$ cat config.mk
export PLATFORM = sky130hd
export DESIGN_NAME = mszcfg_regs
export DESIGN_NICKNAME = d
export VERILOG_FILES = /design/src/mszcfg_reg8.v /design/src/mszcfg_regs.v
export VERILOG_INCLUDE_DIRS = /design/src /design/src/src
export SDC_FILE = /design/constraint.sdc
export NUM_CORES = 1
export LEC_CHECK = 0
export ABC_CLOCK_PERIOD_IN_PS = 7600
export BUFFER_PORTS_ARGS = -buffer_cell sky130_fd_sc_hd__buf_4
export CELL_PAD_IN_SITES_DETAIL_PLACEMENT = 1
export CELL_PAD_IN_SITES_GLOBAL_PLACEMENT = 2
export CORE_UTILIZATION = 16
export CTS_CLUSTER_DIAMETER = 100
export DETAILED_ROUTE_END_ITERATION = 12
export GPL_TIMING_DRIVEN = 0
export PLACE_DENSITY_LB_ADDON = 0.1
export SKIP_LAST_GASP = 1
export SLEW_MARGIN = 15
export SYNTH_ARGS = -nofsm -noshare
export SYNTH_HDL_FRONTEND = slang
export SYNTH_HIERARCHICAL = 1
export SYNTH_SLANG_ARGS = --single-unit
$ cat constraint.sdc
create_clock -name clk -period 7.6 [get_ports clk]
set_clock_uncertainty 0.15 [all_clocks]
set_input_delay 0.76 -clock clk [delete_from_list [all_inputs] [get_ports clk]]
set_output_delay 0.76 -clock clk [all_outputs]
set_load 0.1 [all_outputs]
$ cat src/mszcfg_defs.vh
// constants for the memory size configuration register bank
`ifndef MSZCFG_DEFS_VH
`define MSZCFG_DEFS_VH
// ****************************************
// register addresses
// ****************************************
`define MSZCFG_ADDR_MEM_SIZE 16'hFFF0
`define MSZCFG_ADDR_EXT_SIZE 16'hFFF4
// ****************************************
// reset values
// ****************************************
`define MSZCFG_RST_MEM_SIZE 8'hCF
`define MSZCFG_RST_EXT_SIZE 8'h0C
// ****************************************
// field positions and writable masks
// ****************************************
`define MSZCFG_HS_RAM_MSB 7
`define MSZCFG_HS_RAM_LSB 5
`define MSZCFG_ROM_MSB 3
`define MSZCFG_ROM_LSB 0
`define MSZCFG_EXT_MSB 4
`define MSZCFG_EXT_LSB 0
`define MSZCFG_MASK_MEM_SIZE 8'hEF
`define MSZCFG_MASK_EXT_SIZE 8'h1F
// ****************************************
// legal field codes
// ****************************************
`define MSZCFG_HS_RAM_1K 3'h6
`define MSZCFG_ROM_48K 4'hC
`define MSZCFG_ROM_60K 4'hF
`define MSZCFG_EXT_RAM_1K 5'h0A
// ****************************************
// capacities in bytes for the unused-region decode
// ****************************************
`define MSZCFG_HS_RAM_BYTES 17'h00400
`define MSZCFG_ROM_48K_BYTES 17'h0C000
`define MSZCFG_ROM_60K_BYTES 17'h0F000
`define MSZCFG_EXT_RAM_BYTES 17'h00400
`endif

$ cat src/mszcfg_reg8.v
// one 8-bit configuration register with a fixed-zero mask
`timescale 1ns/100ps
module mszcfg_reg8 #(
  parameter [7:0] RESET_VAL = 8'h00,
  parameter [7:0] WR_MASK = 8'hFF
) (
  // clock and reset
  input wire clk,
  input wire arst_n,
  // write port
  input wire wr_en,
  input wire [7:0] wr_data,
  // stored value
  output wire [7:0] value
);
  reg [7:0] value_reg;
  // ****************************************
  // storage
  // ****************************************
  // prohibited patterns are stored unchanged; decode treats them as unmatched
  always @(posedge clk or negedge arst_n) begin
    if (!arst_n) begin
      value_reg <= RESET_VAL;
    end else if (wr_en) begin
      value_reg <= wr_data & WR_MASK;
    end
  end
  assign value = value_reg;
endmodule

$ cat src/mszcfg_regs.v
// memory size configuration registers on the cpu 8-bit memory bus
//
// Notes on behaviour
// - memory size select lives at FFF0, read/write, 8-bit accesses only.
// - reset loads memory size select with CF: 1024-byte RAM, 60 KB ROM.
// - memory beyond selected capacities is flagged unused, matching mask versions.
// - bits 7..5 pick high-speed RAM size; only 110 (1024 bytes) is legal.
// - bits 3..0 pick ROM size; 1100 is 48 KB, 1111 is 60 KB.
// - expansion RAM size select lives at FFF4, read/write, bits 7..5 zero.
// - reset loads expansion RAM size select with 0C.
// - bits 4..0 pick expansion RAM size; only 01010 (1024 bytes) is legal.
`timescale 1ns/100ps
`include "mszcfg_defs.vh"
module mszcfg_regs (
  // clock and reset
  input wire clk,
  input wire arst_n,
  // cpu memory access, 8 bits wide
  input wire [15:0] cpu_addr,
  input wire cpu_wr,
  input wire cpu_rd,
  input wire [7:0] cpu_wdata,
  output reg [7:0] cpu_rdata,
  output wire cpu_hit,
  // memory map probe from the cpu fetch/data path
  input wire [16:0] probe_rom_offset,
  input wire [16:0] probe_hs_ram_offset,
  input wire [16:0] probe_ext_ram_offset,
  // decoded configuration
  output wire [7:0] memory_size_select,
  output wire [7:0] expansion_ram_size_select,
  output wire rom_is_48k,
  output wire rom_size_legal,
  output wire hs_ram_size_legal,
  output wire ext_ram_size_legal,
  output wire [16:0] rom_bytes,
  output wire rom_unused,
  output wire hs_ram_unused,
  output wire ext_ram_unused
);
  // ****************************************
  // sizes and per-entry tables
  // ****************************************
  // bus and offset widths
  localparam ADDR_W = 16;
  localparam DATA_W = 8;
  localparam OFFS_W = 17;

  // field widths follow the field positions
  localparam HS_W = `MSZCFG_HS_RAM_MSB - `MSZCFG_HS_RAM_LSB + 1;
  localparam ROM_W = `MSZCFG_ROM_MSB - `MSZCFG_ROM_LSB + 1;
  localparam EXT_W = `MSZCFG_EXT_MSB - `MSZCFG_EXT_LSB + 1;

  // entry and region numbering
  localparam N_REGS = 2;
  localparam IDX_MEM = 0;
  localparam IDX_EXT = 1;
  localparam N_REGIONS = 3;
  localparam REGION_ROM = 0;
  localparam REGION_HS = 1;
  localparam REGION_EXT = 2;

  // per-entry tables, entry 0 in the low bits
  localparam [N_REGS*ADDR_W-1:0] REG_ADDRS = {
    `MSZCFG_ADDR_EXT_SIZE, // entry 1
    `MSZCFG_ADDR_MEM_SIZE // entry 0
  };
  localparam [N_REGS*DATA_W-1:0] REG_RESETS = {
    `MSZCFG_RST_EXT_SIZE, // entry 1
    `MSZCFG_RST_MEM_SIZE // entry 0
  };

  // masks clear the fixed-zero positions before storage
  localparam [N_REGS*DATA_W-1:0] REG_MASKS = {
    `MSZCFG_MASK_EXT_SIZE, // entry 1
    `MSZCFG_MASK_MEM_SIZE // entry 0
  };

  // ****************************************
  // internal nets
  // ****************************************
  // per-entry decode and storage
  wire [N_REGS-1:0] sel;
  wire [N_REGS-1:0] wr_hit;
  wire [N_REGS-1:0] rd_hit;
  wire [N_REGS*DATA_W-1:0] reg_values;
  wire [(N_REGS+1)*DATA_W-1:0] rd_chain;

  // single bits of the memory size select register
  wire hs_ram_size_bit2;
  wire hs_ram_size_bit1;
  wire hs_ram_size_bit0;
  wire program_store_size_bit3;
  wire program_store_size_bit2;
  wire program_store_size_bit1;
  wire program_store_size_bit0;

  // single bits of the expansion ram size select register
  wire ext_ram_size_bit4;
  wire ext_ram_size_bit3;
  wire ext_ram_size_bit2;
  wire ext_ram_size_bit1;
  wire ext_ram_size_bit0;

  // field views and their decodes
  wire [HS_W-1:0] hs_ram_field;
  wire [ROM_W-1:0] rom_field;
  wire [EXT_W-1:0] ext_field;
  wire rom_is_60k;

  // per-region probe offsets and capacities
  wire [N_REGIONS*OFFS_W-1:0] probe_offsets;
  wire [N_REGIONS*OFFS_W-1:0] region_limits;
  wire [N_REGIONS-1:0] region_unused;

  // ****************************************
  // register entries
  // ****************************************
  // one generate loop builds match, storage and read term per entry
  genvar g;
  generate
    for (g = 0; g < N_REGS; g = g + 1) begin : g_entry
      // exact byte match; neighbours such as FFF2 fall through unanswered
      assign sel[g] = (cpu_addr == REG_ADDRS[g*ADDR_W +: ADDR_W]);
      assign wr_hit[g] = cpu_wr & sel[g];
      assign rd_hit[g] = cpu_rd & sel[g];
      // masked storage: fixed-zero bits never leave zero
      mszcfg_reg8 #(
        .RESET_VAL(REG_RESETS[g*DATA_W +: DATA_W]),
        .WR_MASK(REG_MASKS[g*DATA_W +: DATA_W])
      ) u_reg (
        .clk(clk),
        .arst_n(arst_n),
        .wr_en(wr_hit[g]),
        .wr_data(cpu_wdata),
        .value(reg_values[g*DATA_W +: DATA_W])
      );
      // or-chain of read terms; addresses are distinct, so at most one term is live
      assign rd_chain[(g+1)*DATA_W +: DATA_W] = rd_chain[g*DATA_W +: DATA_W] |
        (rd_hit[g] ? reg_values[g*DATA_W +: DATA_W] : {DATA_W{1'b0}});
    end
  endgenerate

  // ****************************************
  // cpu bus answers
  // ****************************************
  // chain starts at zero so a miss reads as 00 on a wired-or data bus
  assign rd_chain[DATA_W-1:0] = {DATA_W{1'b0}};
  // hit tells the bus this block answers; it never gates storage
  assign cpu_hit = (|sel) & (cpu_rd | cpu_wr);
  // a read in the same cycle as a write still shows the old value
  always @* begin
    cpu_rdata = rd_chain[N_REGS*DATA_W +: DATA_W];
  end
  // register values straight from the flops
  assign memory_size_select = reg_values[IDX_MEM*DATA_W +: DATA_W];
  assign expansion_ram_size_select = reg_values[IDX_EXT*DATA_W +: DATA_W];

  // ****************************************
  // field bits
  // ****************************************
  // high-speed ram size, bits 7..5
  assign hs_ram_size_bit2 = memory_size_select[`MSZCFG_HS_RAM_MSB];
  assign hs_ram_size_bit1 = memory_size_select[`MSZCFG_HS_RAM_MSB-1];
  assign hs_ram_size_bit0 = memory_size_select[`MSZCFG_HS_RAM_LSB];
  // program store size, bits 3..0
  assign program_store_size_bit3 = memory_size_select[`MSZCFG_ROM_MSB];
  assign program_store_size_bit2 = memory_size_select[`MSZCFG_ROM_MSB-1];
  assign program_store_size_bit1 = memory_size_select[`MSZCFG_ROM_LSB+1];
  assign program_store_size_bit0 = memory_size_select[`MSZCFG_ROM_LSB];
  // expansion ram size, bits 4..0
  assign ext_ram_size_bit4 = expansion_ram_size_select[`MSZCFG_EXT_MSB];
  assign ext_ram_size_bit3 = expansion_ram_size_select[`MSZCFG_EXT_MSB-1];
  assign ext_ram_size_bit2 = expansion_ram_size_select[`MSZCFG_EXT_LSB+2];
  assign ext_ram_size_bit1 = expansion_ram_size_select[`MSZCFG_EXT_LSB+1];
  assign ext_ram_size_bit0 = expansion_ram_size_select[`MSZCFG_EXT_LSB];
  // fields rebuilt msb first
  assign hs_ram_field = {hs_ram_size_bit2, hs_ram_size_bit1, hs_ram_size_bit0};
  assign rom_field = {program_store_size_bit3, program_store_size_bit2,
    program_store_size_bit1, program_store_size_bit0};
  assign ext_field = {ext_ram_size_bit4, ext_ram_size_bit3, ext_ram_size_bit2,
    ext_ram_size_bit1, ext_ram_size_bit0};

  // ****************************************
  // field decode
  // ****************************************
  // prohibited codes are only flagged; storage keeps them as written
  assign hs_ram_size_legal = (hs_ram_field == `MSZCFG_HS_RAM_1K);
  assign rom_is_48k = (rom_field == `MSZCFG_ROM_48K);
  assign rom_is_60k = (rom_field == `MSZCFG_ROM_60K);
  assign rom_size_legal = rom_is_48k | rom_is_60k;
  // the reset code reads back as illegal until software writes 0A
  assign ext_ram_size_legal = (ext_field == `MSZCFG_EXT_RAM_1K);

  // ****************************************
  // unused-region flags
  // ****************************************
  // prohibited rom codes fall back to the full size; their real decode is undefined
  assign rom_bytes = rom_is_48k ? `MSZCFG_ROM_48K_BYTES : `MSZCFG_ROM_60K_BYTES;
  // region packing, rom in the low bits
  assign probe_offsets = {
    probe_ext_ram_offset, // region 2
    probe_hs_ram_offset, // region 1
    probe_rom_offset // region 0
  };
  // both rams have one legal size, so their limits are fixed
  assign region_limits = {
    `MSZCFG_EXT_RAM_BYTES, // region 2
    `MSZCFG_HS_RAM_BYTES, // region 1
    rom_bytes // region 0
  };
  // one compare per region; offsets at or past the limit are unused
  genvar r;
  generate
    for (r = 0; r < N_REGIONS; r = r + 1) begin : g_region
      assign region_unused[r] = (probe_offsets[r*OFFS_W +: OFFS_W] >=
        region_limits[r*OFFS_W +: OFFS_W]);
    end
  endgenerate
  // flags by region
  assign rom_unused = region_unused[REGION_ROM];
  assign hs_ram_unused = region_unused[REGION_HS];
  assign ext_ram_unused = region_unused[REGION_EXT];
endmodule

Yosys cells after proc, flatten, opt, wreduce, memory -nomap -nowiden
Cells that the tools add are included.
- order comparisons: 3
- equality and inequality tests: 6
- mux-type cells: 3
- bitwise gates (word level): 8
- reductions and logical operators: 1
- operators with widths (cell ; count):
    >= comparator 17 x 11 -> 1 bit (second input constant) ; 2
    equality test 16 bit (second input constant) ; 2
    >= comparator 17 x 16 -> 1 bit ; 1
    two-way mux 14 bit ; 1
    equality test 4 bit (second input constant) ; 2
    two-way mux 8 bit ; 1
    OR 8 x 5 -> 8 bit ; 1
    AND 1 bit ; 5
    equality test 5 x 4 -> 1 bit (second input constant) ; 1
    two-way mux 5 bit ; 1
    equality test 3 bit (second input constant) ; 1
    OR 1 bit ; 2
    OR reduction 2 bit ; 1
- register bits: 12
- input bits: 79
- output and inout bits: 49
- logic and storage cells: 23

Depth between registers and ports, before layout
Gate-level depths: netlist of run 1.
- depth after elaboration: 4
- mapped depth: 8
- depth with buffers taken out: 8

By module
The synthesis of run 1 kept the hierarchy.
- modules (own cells, without submodules) (module ; times used ; cells an instance ; area an instance (µm²) ; sequential area each (µm²)):
    mszcfg_regs ; 1 ; 65 ; 473.0 ; 0.0
    mszcfg_reg8 (g_entry[0].u_reg) ; 1 ; 17 ; 310.3 ; 182.7
    mszcfg_reg8 (g_entry[1].u_reg) ; 1 ; 14 ; 210.2 ; 127.6

Worst setup path after synthesis of run 1
OpenSTA, ideal clock, no wires.
- path kind: flip-flop to output port
- start: reg g_entry[0].u_reg.value_reg[2]
- end: out rom_bytes[13]
- data arrival time: 5038 ps
- required time: 6690 ps
- path slack: 1652 ps
- stages on the path, launching flop included: 5
- cells stage by stage: dfstp_2 > nand2_1 > nor3_1 > inv_1 > buf_4
- word-level cells in the longest chain between the ends: 2
- ends and longest elaborated chain (element ; line ; source):
    start: declaration ; mszcfg_reg8.v:16 ; reg [7:0] value_reg;
    start signal: assignment ; mszcfg_reg8.v:25 ; value_reg <= wr_data & WR_MASK;
    equality test 4 bit (no source line) ; - ;
    named net rom_is_48k ; mszcfg_regs.v:32 ; output wire rom_is_48k,
    two-way mux 14 bit (no source line) ; - ;
    end: declaration ; mszcfg_regs.v:36 ; output wire [16:0] rom_bytes,
The timed path passes the listed nets, and every way through them passes these cells.

Final worst setup path of run 1
- start: reg g_entry[0].u_reg.value_reg[2]
- end: out rom_unused
- word-level cells in the longest chain between the ends: 3
- ends and longest elaborated chain (element ; line ; source):
    equality test 4 bit (no source line) ; - ;
    two-way mux 14 bit (no source line) ; - ;
    >= comparator 17 x 16 -> 1 bit ; mszcfg_regs.v:216 ; assign region_unused[r] = (probe_offsets[r*OFFS_W +: OFFS_W] >=
    end: declaration ; mszcfg_regs.v:37 ; output wire rom_unused,
Every way passes these cells.

==> key figures, run 1 <==
Drt
  – Wire per inst: roughly 12 µm
  – DRC violations left: 0
  – Post-DRT Antenna Nets: 0
  – TritonRoute pass-1 iters: 2
  – Vias: between 1000 and 1500
  – DR vias/cell: 3.96
  – Final WL: around 3.4 mm
  – Initial DRC count: 8

Clocking
  – Clk slew on worst S/H paths: about 50 ps
  – CTS resizes: 0
  – Clock sink count: 12
  – H-tree Lvls: 1
  – Setup bufs post-CTS: 0
  – CTS tree: done
  – Number of buffers created by CTS: 3
  – Clock root cell: clkbuf_8
  – # hold bufs at CTS: 0
  – Clock Path Buffers: 2
  – Clock Latency Late Sink: 230 ps

Place
  – Final Wtd Congestion: between 0.6 and 0.7
  – Placed cell area: around 1800 µm²
  – Buffers on Ports: ~90
  – Post-Place Worst Slack: 3910 ps
  – DP HPWL: 2.97 mm

Synth
  – Commonest cells in the netlist: 20 x buf_4, 8 x dfstp_2, 7 x mux2_4
  – Area leader, netlist: dfstp_2
  – #FFs+latches synth: 12
  – Post-synthesis cell count: 96
  – Yosys top cell area share: a little over a fifth
  – Syn Std Cell Area: 993 µm²
  – Fraction of registers with async set/reset: 100%
  – Ys flop type: dfstp_2
  – Count leader, synth: buf_4
  – Sequential area share after synthesis: between 30% and 40%
  – Syn Area/Cell: around 10 µm²
  – Synth warnings: 6
  – Cell variety after synth: 29
  – EDFF count, synth: 0
  – Synth area leaders: dfstp_2 21%, buf_4 15%, mux2_4 11%, dfrtp_1 10%, a22o_2 6.0%

Critical path
  – CP cell instances: nand2_1 -> nor3_1 -> inv_1 -> ha_1 -> nor4b_1 -> a41o_1 -> maj3_1 -> a31o_2 -> buf_4
  – Critical Path RT: 6690 ps
  – Slowest stage delay, CP: about 560 ps
  – R2r setup slk: ~6700 ps
  – CP max-delay cell: dfstp_2
  – Arrival @ worst endpoint: 2810 ps
  – Kind of critical path: register to output pin
  – Worst-path fanout max: 4
  – CP Launch Type: register
  – Crit end category: output pin

Floorplanning
  – Chip width: 80.8 µm
  – Die Y: 80.8 µm
  – # IOs: between 100 and 150
  – Total core area: between 5000 and 6000 µm²
  – Row count: 28
  – Starting Density: between 10% and 20%
  – Full die area: 6530 µm²

Power
  – Sw Pwr: roughly 76 µW
  – Switching portion of total power: between 30 and 40%
  – Clk network pwr share: 28.8%
  – Tot Pwr: roughly 200 µW
  – Leak: 0.000974 µW
  – Internal power: ~130 µW
  – Power Dens Cells: 111 nW/µm²
  – Logic pwr share: 39.8%
  – Reg power frac: between 30% and 40%
  – Worst IR Drop VDD: 0.0448 mV

Global route
  – Total gr overflow: 0
  – Met1 usage: approximately 10%
  – Met2 Track Usage GR: between 10% and 20%
  – First-pass GRT wire length: 4.95 mm
  – Met3 Usage GRT: 1.57%
  – Initial antenna violation count: 0
  – Global route hottest layer: met2
  – Vias in the first global route: 1098
  – GRT Util Overall: under 10%
  – Largest net degree at the start of global routing: 13

Finish
  – Fin area: ~1800 µm²
  – Area occupied by multi-input gates: roughly 560 µm²
  – # nets final: 284
  – Share of cells above drive strength 1: between 70% and 80%
  – Final Util: between 30% and 40%
  – Max reg flops: 12
  – Storage element area: a little over 300 µm²
  – Diodes inserted: 0
  – Area grow syn2layout: 86.1%
  – # fillers: 723

STA
  – Max-slew violation count: 0
  – Final period util: ~49%
  – Setup TNS: 0 ps
  – Max Clk Rate: 0.269 GHz
  – Final worst setup slack: around 3900 ps
  – RSZ-0062 raised after global routing: false
  – Final hold vios: 0
  – Setup violations, final: 0
  – Fin crit period: roughly 3700 ps

Min path
  – Worst hold path class: primary input to async pin

Outcome
  – Status: finished clean

Run
  – Max-Cap Viols: 0
[power groups by stage]
stage / sequential (µW) / combinational (µW) / clock [µW]
2_1_floorplan: 65.3 / 54.9 / 0
3_3_place_gp: 65.2 / 80.2 / 0
3_5_place_dp: 65.2 / 81.3 / 0
4_1_cts: 64.2 / 81.4 / 62.6
5_1_grt: 64.2 / 85.5 / 65.3
6_report: 64.3 / 81.6 / 58.9
[worst paths after layout]
| path | from | endpoint | cells past startpoint |
|---|---|---|---|
| hold / removal | arst_n | g_entry[1].u_reg/value[0]$_DFFE_PN0P_ | 1 |
| max in group asynchronous | arst_n | g_entry[0].u_reg/value[7]$_DFFE_PN1P_ | 1 |
| hold reg to reg | g_entry[1].u_reg/value[0]$_DFFE_PN0P_ | g_entry[1].u_reg/value[0]$_DFFE_PN0P_ | 1 |
| setup / recovery | g_entry[0].u_reg/value[2]$_DFFE_PN1P_ | rom_unused | 9 |
| min in group clk | g_entry[1].u_reg/value[0]$_DFFE_PN0P_ | g_entry[1].u_reg/value[0]$_DFFE_PN0P_ | 1 |
| setup reg to reg | g_entry[0].u_reg/value[5]$_DFFE_PN0P_ | g_entry[0].u_reg/value[5]$_DFFE_PN0P_ | 1 |
[logic make-up (layout without fill, tap and decap cells)]
kind of cell	Yosys count	in the layout	synth area share (%)
mux	12	12	16.2
flops	12	12	31.2
compound gates	11	11	10.5
buf+inv	26	118	18.1
other cells	4	19	1.51
fa+ha+maj	2	2	2.27
simple gates	28	28	19.3
xor+xnor	1	1	0.882
[layout by cell type (no fill, tap or decap), types with 2 or more instances in the layout]
master	instances
nor4_1	3
nor3_4	2
nor2_1	5
inv_1	5
mux2_2	5
mux2_4	7
dfrtp_1	4
conb_1	19
dfstp_2	8
clkbuf_8	3
buf_4	108
nand2_1	5
a22o_2	6
nor3_1	4
nor4b_1	2
a22o_1	2
[critical path: cells and delay by family, from the launching register on]
| family | cells | cell delay (ps) |
|---|---|---|
| flip-flops | 1 | 560 |
| buffers and inverters | 2 | 320 |
| adder cells (fa/ha/maj) | 2 | 630 |
| AO/OA/AOI/OAI | 2 | 480 |
| AND/OR/NAND/NOR | 3 | 590 |
[per-stage QoR]
step                hold WS (ps)  instances
floorplan                    314        111
global placement             388        274
detailed placement           412        274
CTS                          203        278
global route                 203        278
finish                       203        278
[cell type report]
| type | count | share of cell area (%) |
|---|---|---|
| clock buffers | 4 | 2.44 |
| repair buffers | 88 | 35.7 |
| well taps | 75 | 5.07 |
| inverters | 5 | 1.01 |
| plain buffers | 21 | 8.73 |
| multi-input cells | 73 | 30.2 |
| flip-flops and latches | 12 | 16.8 |
[metal layers]
layer  routed length (µm)  vias up
li1                     -      518
met5                    0        -
met1                 1200      520
met3                  312        4
met4                   29        0
met2                 1860       60
Note: power is estimated with default switching activity, not from simulation.
==> run 2: changes to the inputs <==
Settings changed: ABC_AREA set to 1, ABC_CLOCK_PERIOD_IN_PS 7600 to 3820, CORE_UTILIZATION 16 to 15.
Clock period 7.6 ns to 3.82 ns, I/O delays scaled along.
==> run 2 against run 1 <==
Compared with the run above:
- core utilization is 3.8 points lower
- worst hold slack got worse by 12 ps
- combinational power grew 110%
- sequential power grew 99%
- cell count is 39% higher
- via count rose by 25%
- clock power increased by 130%
- register-to-register slack got worse by 3800 ps
- critical path depth is 2 higher
- count of clock-buffer cells in the layout did not move
- first-iteration DRC count grew to 4.1 times the previous value
- sequential share of layout area decreased by 2.0 points
- largest power group unchanged
==> key figures, run 2 <==
Synth
  – Count leader, synth: nand2_1 (was buf_4)
  – Synth warnings: 6 (unchanged)
  – Fraction of registers with async set/reset: 100% (unchanged)
  – Sequential area share after synthesis: 26.2% (was 31.2%)
  – Synth area leaders: nand2_1 21%, dfstp_2 18%, buf_4 13%, dfrtp_1 8.4%, nand4_1 4.8% (was dfstp_2 21%, buf_4 15%, mux2_4 11%, dfrtp_1 10%, a22o_2 6.0%)
  – Commonest cells in the netlist: 65 x nand2_1, 21 x buf_4, 15 x nor2_1 (was 20 x buf_4, 8 x dfstp_2, 7 x mux2_4)
  – Post-synthesis cell count: 178 (was 96)
  – Syn Area/Cell: 6.66 µm² (was 10.3 µm²)
  – EDFF count, synth: 0 (unchanged)
  – Cell variety after synth: 24 (was 29)
  – #FFs+latches synth: 12 (unchanged)
  – Syn Std Cell Area: 1180 µm² (was 993 µm²)
  – Area leader, netlist: nand2_1 (was dfstp_2)
  – Yosys top cell area share: 20.6% (was 21.2%)
  – Ys flop type: dfstp_2 (unchanged)

Clocking
  – H-tree Lvls: 1 (unchanged)
  – Clock Path Buffers: 2 (unchanged)
  – Clock root cell: clkbuf_8 (unchanged)
  – Setup bufs post-CTS: 0 (unchanged)
  – Clock Latency Late Sink: 240 ps (was 230 ps)
  – Clk slew on worst S/H paths: 50 ps (about the same)
  – Clock sink count: 12 (unchanged)
  – CTS tree: done (unchanged)
  – Number of buffers created by CTS: 3 (unchanged)

Drt
  – DR vias/cell: 3.57 (was 3.96)
  – DRC violations left: 0 (unchanged)
  – Vias: 1381 (was 1102)
  – Post-DRT Antenna Nets: 0 (unchanged)
  – Wire per inst: 10.7 µm (was 12.2 µm)
  – Final WL: 4.14 mm (was 3.41 mm)
  – Initial DRC count: 33 (was 8)
  – TritonRoute pass-1 iters: 4 (was 2)

Place
  – Placed cell area: 2030 µm² (was 1800 µm²)
  – DP HPWL: 3.64 mm (was 2.97 mm)
  – Cells after DPL: 382 (was 274)
  – Final Wtd Congestion: 0.720 (was 0.632)
  – Buffers on Ports: 87 (was 88)

STA
  – Max-slew violation count: 0 (unchanged)
  – Setup TNS: 0 ps (unchanged)
  – Final period util: between 60% and 70%
  – Setup violations, final: 0 (unchanged)
  – Final hold vios: 0 (unchanged)
  – Fin crit period: roughly 2500 ps
  – RSZ-0062 raised after global routing: false (unchanged)
  – Max Clk Rate: about 0.40 GHz

Power
  – Leak: 0.00122 µW (was 0.000974 µW)
  – Power Dens Cells: 210 nW/µm² (was 111 nW/µm²)
  – Worst IR Drop VDD: 0.122 mV (was 0.0448 mV)

Floorplanning
  – Total core area: 7690 µm² (was 5960 µm²)
  – Row count: 32 (was 28)
  – Die Y: 90.9 µm (was 80.8 µm)
  – Full die area: 8260 µm² (was 6530 µm²)
  – # IOs: 128 (unchanged)
  – Chip width: 90.9 µm (was 80.8 µm)
  – Starting Density: 15.4% (was 16.7%)

Min path
  – Worst hold path class: primary input to register (was primary input to async pin)
  – Hold_sp: cpu_wdata[4]
  – Worst hold stages: 3

Global route
  – GRT Util Overall: 10.4% (was 9.70%)
  – Largest net degree at the start of global routing: 13 (unchanged)
  – Initial antenna violation count: 0 (unchanged)
  – Total gr overflow: 0 (unchanged)
  – First-pass GRT wire length: 7.04 mm (was 4.95 mm)
  – Vias in the first global route: 1445 (was 1098)

Finish
  – Max reg flops: 12 (unchanged)
  – Non-Filler Instances: 387 (was 278)
  – # fillers: 989 (was 723)
  – Diodes inserted: 0 (unchanged)
  – Share of cells above drive strength 1: 51.6% (was 70.4%)
  – Commonest non-fill, non-tap cells in the layout: 108 x buf_4, 65 x nand2_1, 19 x conb_1 (was 108 x buf_4, 19 x conb_1, 8 x dfstp_2)
  – Fin area: 2090 µm² (was 1850 µm²)
  – Area grow syn2layout: 76.7% (was 86.1%)
  – Most common cell after layout, fill and taps aside: buf_4 (unchanged)
  – # nets final: 366 (was 284)

Critical path
  – Worst-path fanout max: 4 (unchanged)
  – Most used cell, CP: nand2_1
  – Kind of critical path: register to output pin (unchanged)
  – Slowest stage delay, CP: 560 ps (about the same)
  – CP Depth: 11 (was 9)
  – CP max-delay cell: dfstp_2 (unchanged)
  – Arrival @ worst endpoint: 1950 ps (was 2810 ps)
  – Crit path launch: g_entry[0].u_reg/value[2]$_DFFE_PN1P_ (unchanged)
  – Crit end category: output pin (unchanged)
  – FF-to-FF path depth: 2 (was 1)
  – Delay-heaviest family, CP: flip-flops (was adder cells)
  – CP cell instances: nand2_1 -> inv_2 -> nand2_1 -> ha_1 -> nand2_1 -> nor2_1 -> nand2_1 -> nand2_1 -> nand2_1 -> nand2_1 -> buf_4 (was nand2_1 -> nor3_1 -> inv_1 -> ha_1 -> nor4b_1 -> a41o_1 -> maj3_1 -> a31o_2 -> buf_4)
  – Critical Path RT: 3290 ps (was 6690 ps)
  – FF-to-FF Start: g_entry[0].u_reg/value[1]$_DFFE_PN1P_ (was g_entry[0].u_reg/value[5]$_DFFE_PN0P_)
  – Worst path bufs/invs: 2 (unchanged)
  – CP Launch Type: register (unchanged)

Run
  – Max-Cap Viols: 0 (unchanged)

Outcome
  – Status: finished clean (unchanged)
==> run 2: cell types whose count changed after synthesis, sizes merged, moves of 4 or more <==
cell | before | now
nor2 | 5 | 22
nand3 | 1 | 9
mux2 | 12 | 0
nand2 | 5 | 74
a22o | 8 | 0
nand4 | 1 | 9
inv | 5 | 16
nor3 | 6 | 2
==> run 2: area by class of cell <==
type / instances / area (µm²) / share of cell area [%]
buffer: 23 / 174 / 8.31
clock buffer: 4 / 55.1 / 2.63
inverter: 16 / 65.1 / 3.11
multi-input combinational: 142 / 698 / 33.4
sequential: 12 / 310 / 14.8
tap: 102 / 128 / 6.10
timing repair buffer: 88 / 663 / 31.7
==> run 2: power breakdown <==
group	leakage (µW)	total, µW	internal, µW	switching, µW
logic	0.00105	175	58.8	116
registers	0.000138	128	128	0.0653
clock network	0.0000288	137	91.0	46.2
total	0.00122	440	278	162
==> run 2: logic make-up (layout without fill, tap and decap cells) <==
family | count (synthesis) | in the layout | share of synthesized area, %
AND/OR/NAND/NOR | 120 | 120 | 50.2
buffers and inverters | 39 | 131 | 20.2
flip-flops | 12 | 12 | 26.2
other | 4 | 19 | 1.27
AO/OA/AOI/OAI | 2 | 2 | 1.16
adder cells (fa/ha/maj) | 1 | 1 | 1.06
==> run 2: stage by stage <==
| stage | setup slack [ps] | hold WS, ps | utilization, % | power, µW |
|---|---|---|---|---|
| after detailed placement | 1570 | 84.9 | 26.4 | 304 |
| after global placement | 1580 | 82.1 | 26.4 | 303 |
| after floorplan | 476 | -63.6 | - | 251 |
| after CTS | 1300 | 192 | 27.2 | 445 |
| final | 1340 | 192 | 27.2 | 440 |
| after global routing | 1140 | 201 | 27.2 | 461 |
==> run 2: worst paths after layout <==
kind,to,slack (ps)
setup / recovery,rom_unused,1340
hold / removal,g_entry[1].u_reg/value[4]$_DFFE_PN0P_,190
setup reg to reg,g_entry[0].u_reg/value[1]$_DFFE_PN1P_,2900
hold reg to reg,g_entry[1].u_reg/value[3]$_DFFE_PN1P_,330
max in group asynchronous,g_entry[1].u_reg/value[2]$_DFFE_PN1P_,2930
min in group asynchronous,g_entry[0].u_reg/value[5]$_DFFE_PN0P_,360
==> run 2: per-layer routing <==
metal,global-route usage [%],wire [µm]
met2,16.9,1870
met5,0,0
met1,14.1,1930
met4,2.78,41
met3,1.94,307
==> run 2: what timing repair did <==
item | CTS | global route
hold endpoints to repair | 4 | 0
hold buffers | 1 | 0
gates resized for setup | 0 | 0
==> run 2: worst min-delay path: stages <==
cell	delay [ps]
buf_4	70
nand2_1	40
nand2_1	50
==> run 3: changes to the inputs <==
Settings changed: ABC_CLOCK_PERIOD_IN_PS 3820 to 2500.
Clock period 3.82 ns to 2.5 ns, I/O delays scaled along.
==> run 3 against run 2 <==
Compared with the run above:
- global-route usage is 0.47 points lower
- die area stayed put
- largest cell class unchanged
- register-to-register slack worse by 1400 ps
- clock power is 31% higher
- sequential power is 52% higher
- sequential share of layout area hardly changed
- critical endpoint unchanged
- worst setup slack worse by 1200 ps
- cell count is 0.26% higher
==> key figures, run 3 (synthesis results as in run 2) <==
Critical path
  – Arrival @ worst endpoint: 1970 ps (was 1950 ps)
  – Slowest stage delay, CP: 640 ps (was 560 ps)
  – FF-to-FF path depth: 2 (unchanged)
  – Most used cell, CP: nand2_1 (unchanged)
  – Critical Path RT: 2100 ps (was 3290 ps)
  – Worst-path fanout max: 4 (unchanged)
  – CP max-delay cell: dfstp_4 (was dfstp_2)
  – Crit end category: output pin (unchanged)
  – Kind of critical path: register to output pin (unchanged)
  – CP cell instances: nand2_1 -> inv_2 -> nand2_1 -> ha_1 -> nand2_1 -> nor2_1 -> nand2_1 -> nand2_1 -> nand2_1 -> nand2_4 -> buf_12 (was nand2_1 -> inv_2 -> nand2_1 -> ha_1 -> nand2_1 -> nor2_1 -> nand2_1 -> nand2_1 -> nand2_1 -> nand2_1 -> buf_4)
  – CP Launch Type: register (unchanged)

Place
  – DP HPWL: 3.65 mm (was 3.64 mm)
  – Post-Place Worst Slack: 249 ps (was 1570 ps)
  – Placed cell area: 2070 µm² (was 2030 µm²)
  – Final Wtd Congestion: 0.630 (was 0.720)
  – Buffers on Ports: 87 (unchanged)
  – Cells after DPL: 382 (unchanged)

Clocking
  – Clock Latency Late Sink: 240 ps (about the same)
  – H-tree Lvls: 1 (unchanged)
  – CTS tree: done (unchanged)
  – Clock Path Buffers: 2 (unchanged)
  – Number of buffers created by CTS: 3 (unchanged)
  – Clock root cell: clkbuf_8 (unchanged)
  – Clock sink count: 12 (unchanged)
  – Clk slew on worst S/H paths: 50 ps (about the same)

Min path
  – Worst hold path class: primary input to register (unchanged)
  – Worst hold stages: 3 (unchanged)

STA
  – Fin crit period: 2370 ps
  – RSZ-0062 raised after global routing: false (unchanged)
  – Final period util: 94.7%
  – Setup TNS: 0 ps (unchanged)
  – Setup violations, final: 0 (unchanged)
  – Max Clk Rate: roughly 0.42 GHz
  – Final worst setup slack: 133 ps (was 1340 ps)
  – Max-slew violation count: 0 (unchanged)
  – Final hold vios: 0 (unchanged)

Floorplanning
  – Die Y: 90.9 µm (unchanged)
  – Total core area: 7690 µm² (unchanged)
  – Starting Density: 15.4% (unchanged)
  – Full die area: 8260 µm² (unchanged)
  – # IOs: 128 (unchanged)
  – Chip width: 90.9 µm (unchanged)
  – Row count: 32 (unchanged)

Global route
  – Initial antenna violation count: 0 (unchanged)
  – First-pass GRT wire length: 6.76 mm (was 7.04 mm)
  – GRT Util Overall: 9.92% (was 10.4%)
  – Vias in the first global route: 1364 (was 1445)
  – Largest net degree at the start of global routing: 13 (unchanged)
  – Total gr overflow: 0 (unchanged)

Finish
  – Non-Filler Instances: 388 (was 387)
  – Most common cell after layout, fill and taps aside: buf_4 (unchanged)
  – Diodes inserted: 0 (unchanged)
  – Area grow syn2layout: 80.9% (was 76.7%)
  – # nets final: 367 (was 366)
  – Max reg flops: 12 (unchanged)
  – Share of cells above drive strength 1: 52.4% (was 51.6%)
  – Fin area: 2140 µm² (was 2090 µm²)
  – Commonest non-fill, non-tap cells in the layout: 108 x buf_4, 64 x nand2_1, 19 x conb_1 (was 108 x buf_4, 65 x nand2_1, 19 x conb_1)

Power
  – Power Dens Cells: 302 nW/µm² (was 210 nW/µm²)
  – Tot Pwr: 647 µW (was 440 µW)
  – Worst IR Drop VDD: 0.175 mV (was 0.122 mV)
  – Leak: 0.00123 µW (was 0.00122 µW)

Run
  – Max-Cap Viols: 0 (unchanged)

Drt
  – Wire per inst: 10.8 µm (was 10.7 µm)
  – TritonRoute pass-1 iters: 4 (unchanged)
  – Final WL: 4.19 mm (was 4.14 mm)
  – Vias: 1407 (was 1381)
  – Initial DRC count: 36 (was 33)
  – DR vias/cell: 3.63 (was 3.57)
  – Post-DRT Antenna Nets: 0 (unchanged)
  – DRC violations left: 0 (unchanged)

Outcome
  – Status: finished clean (unchanged)
[run 3: changes by cell type in the layout (fill, tap and decap cells not counted), sizes merged]
cell,delta
buf,+1
[run 3: repair_timing]
| action | 4_1_cts | 5_1_grt |
|---|---|---|
| endpoints found under the hold margin | 12 | 0 |
| hold buffers | 1 | 0 |
| gates resized for setup | 1 | 2 |
| endpoints found under the setup margin | 1 | 1 |
| buffers inserted | 0 | 1 |
[run 3: layer usage]
layer  routed length, µm  GRT usage, %  share of wire (%)  up-vias
met2                1950          16.1                 46       52
li1                    -             -                  -      732
met4                   0          1.59                  0        0
met3                 325          2.02                7.8        0
met5                   0             0                  0        -
met1                1920          13.7                 46      623
[run 3: power breakdown]
| group | switching [µW] | internal (µW) |
|---|---|---|
| logic | 179 | 93.0 |
| registers | 0.109 | 195 |
| clock network | 67.0 | 112 |
[run 3: layout make-up]
class | count | area (µm²)
buffer | 23 | 174
clock buffer | 4 | 45.0
fill | 989 | 5540
inverter | 16 | 70.1
multi-input combinational | 142 | 726
sequential | 12 | 318
tap | 102 | 128
timing repair buffer | 89 | 683
[run 3: stage by stage]
stage                     hold WS [ps]  util, %
after global routing              76.0     27.9
after global placement           -47.3     26.9
after floorplan                   -196        -
after CTS                         66.6     27.7
after detailed placement         -49.6     26.9
final                             69.8     27.9
[run 3: worst paths after layout]
check                           slack (ps)                                    end                                  start
max in group asynchronous             1730  g_entry[0].u_reg/value[6]$_DFFE_PN1P_                                 arst_n
min in group asynchronous              240  g_entry[1].u_reg/value[0]$_DFFE_PN0P_                                 arst_n
worst max register to register        1540  g_entry[0].u_reg/value[2]$_DFFE_PN1P_  g_entry[0].u_reg/value[2]$_DFFE_PN1P_
worst min register to register         340  g_entry[1].u_reg/value[3]$_DFFE_PN1P_  g_entry[1].u_reg/value[3]$_DFFE_PN1P_
worst max-delay path                   130                             rom_unused  g_entry[0].u_reg/value[2]$_DFFE_PN1P_
worst min-delay path                    70  g_entry[1].u_reg/value[4]$_DFFE_PN0P_                           cpu_wdata[4]
[run 3: worst max-delay path, delay by kind of cell (launching register included)]
family        cells  cell delay [ps]
fa+ha+maj         1              280
buf+inv           2              240
flops             1              640
simple gates      8              560
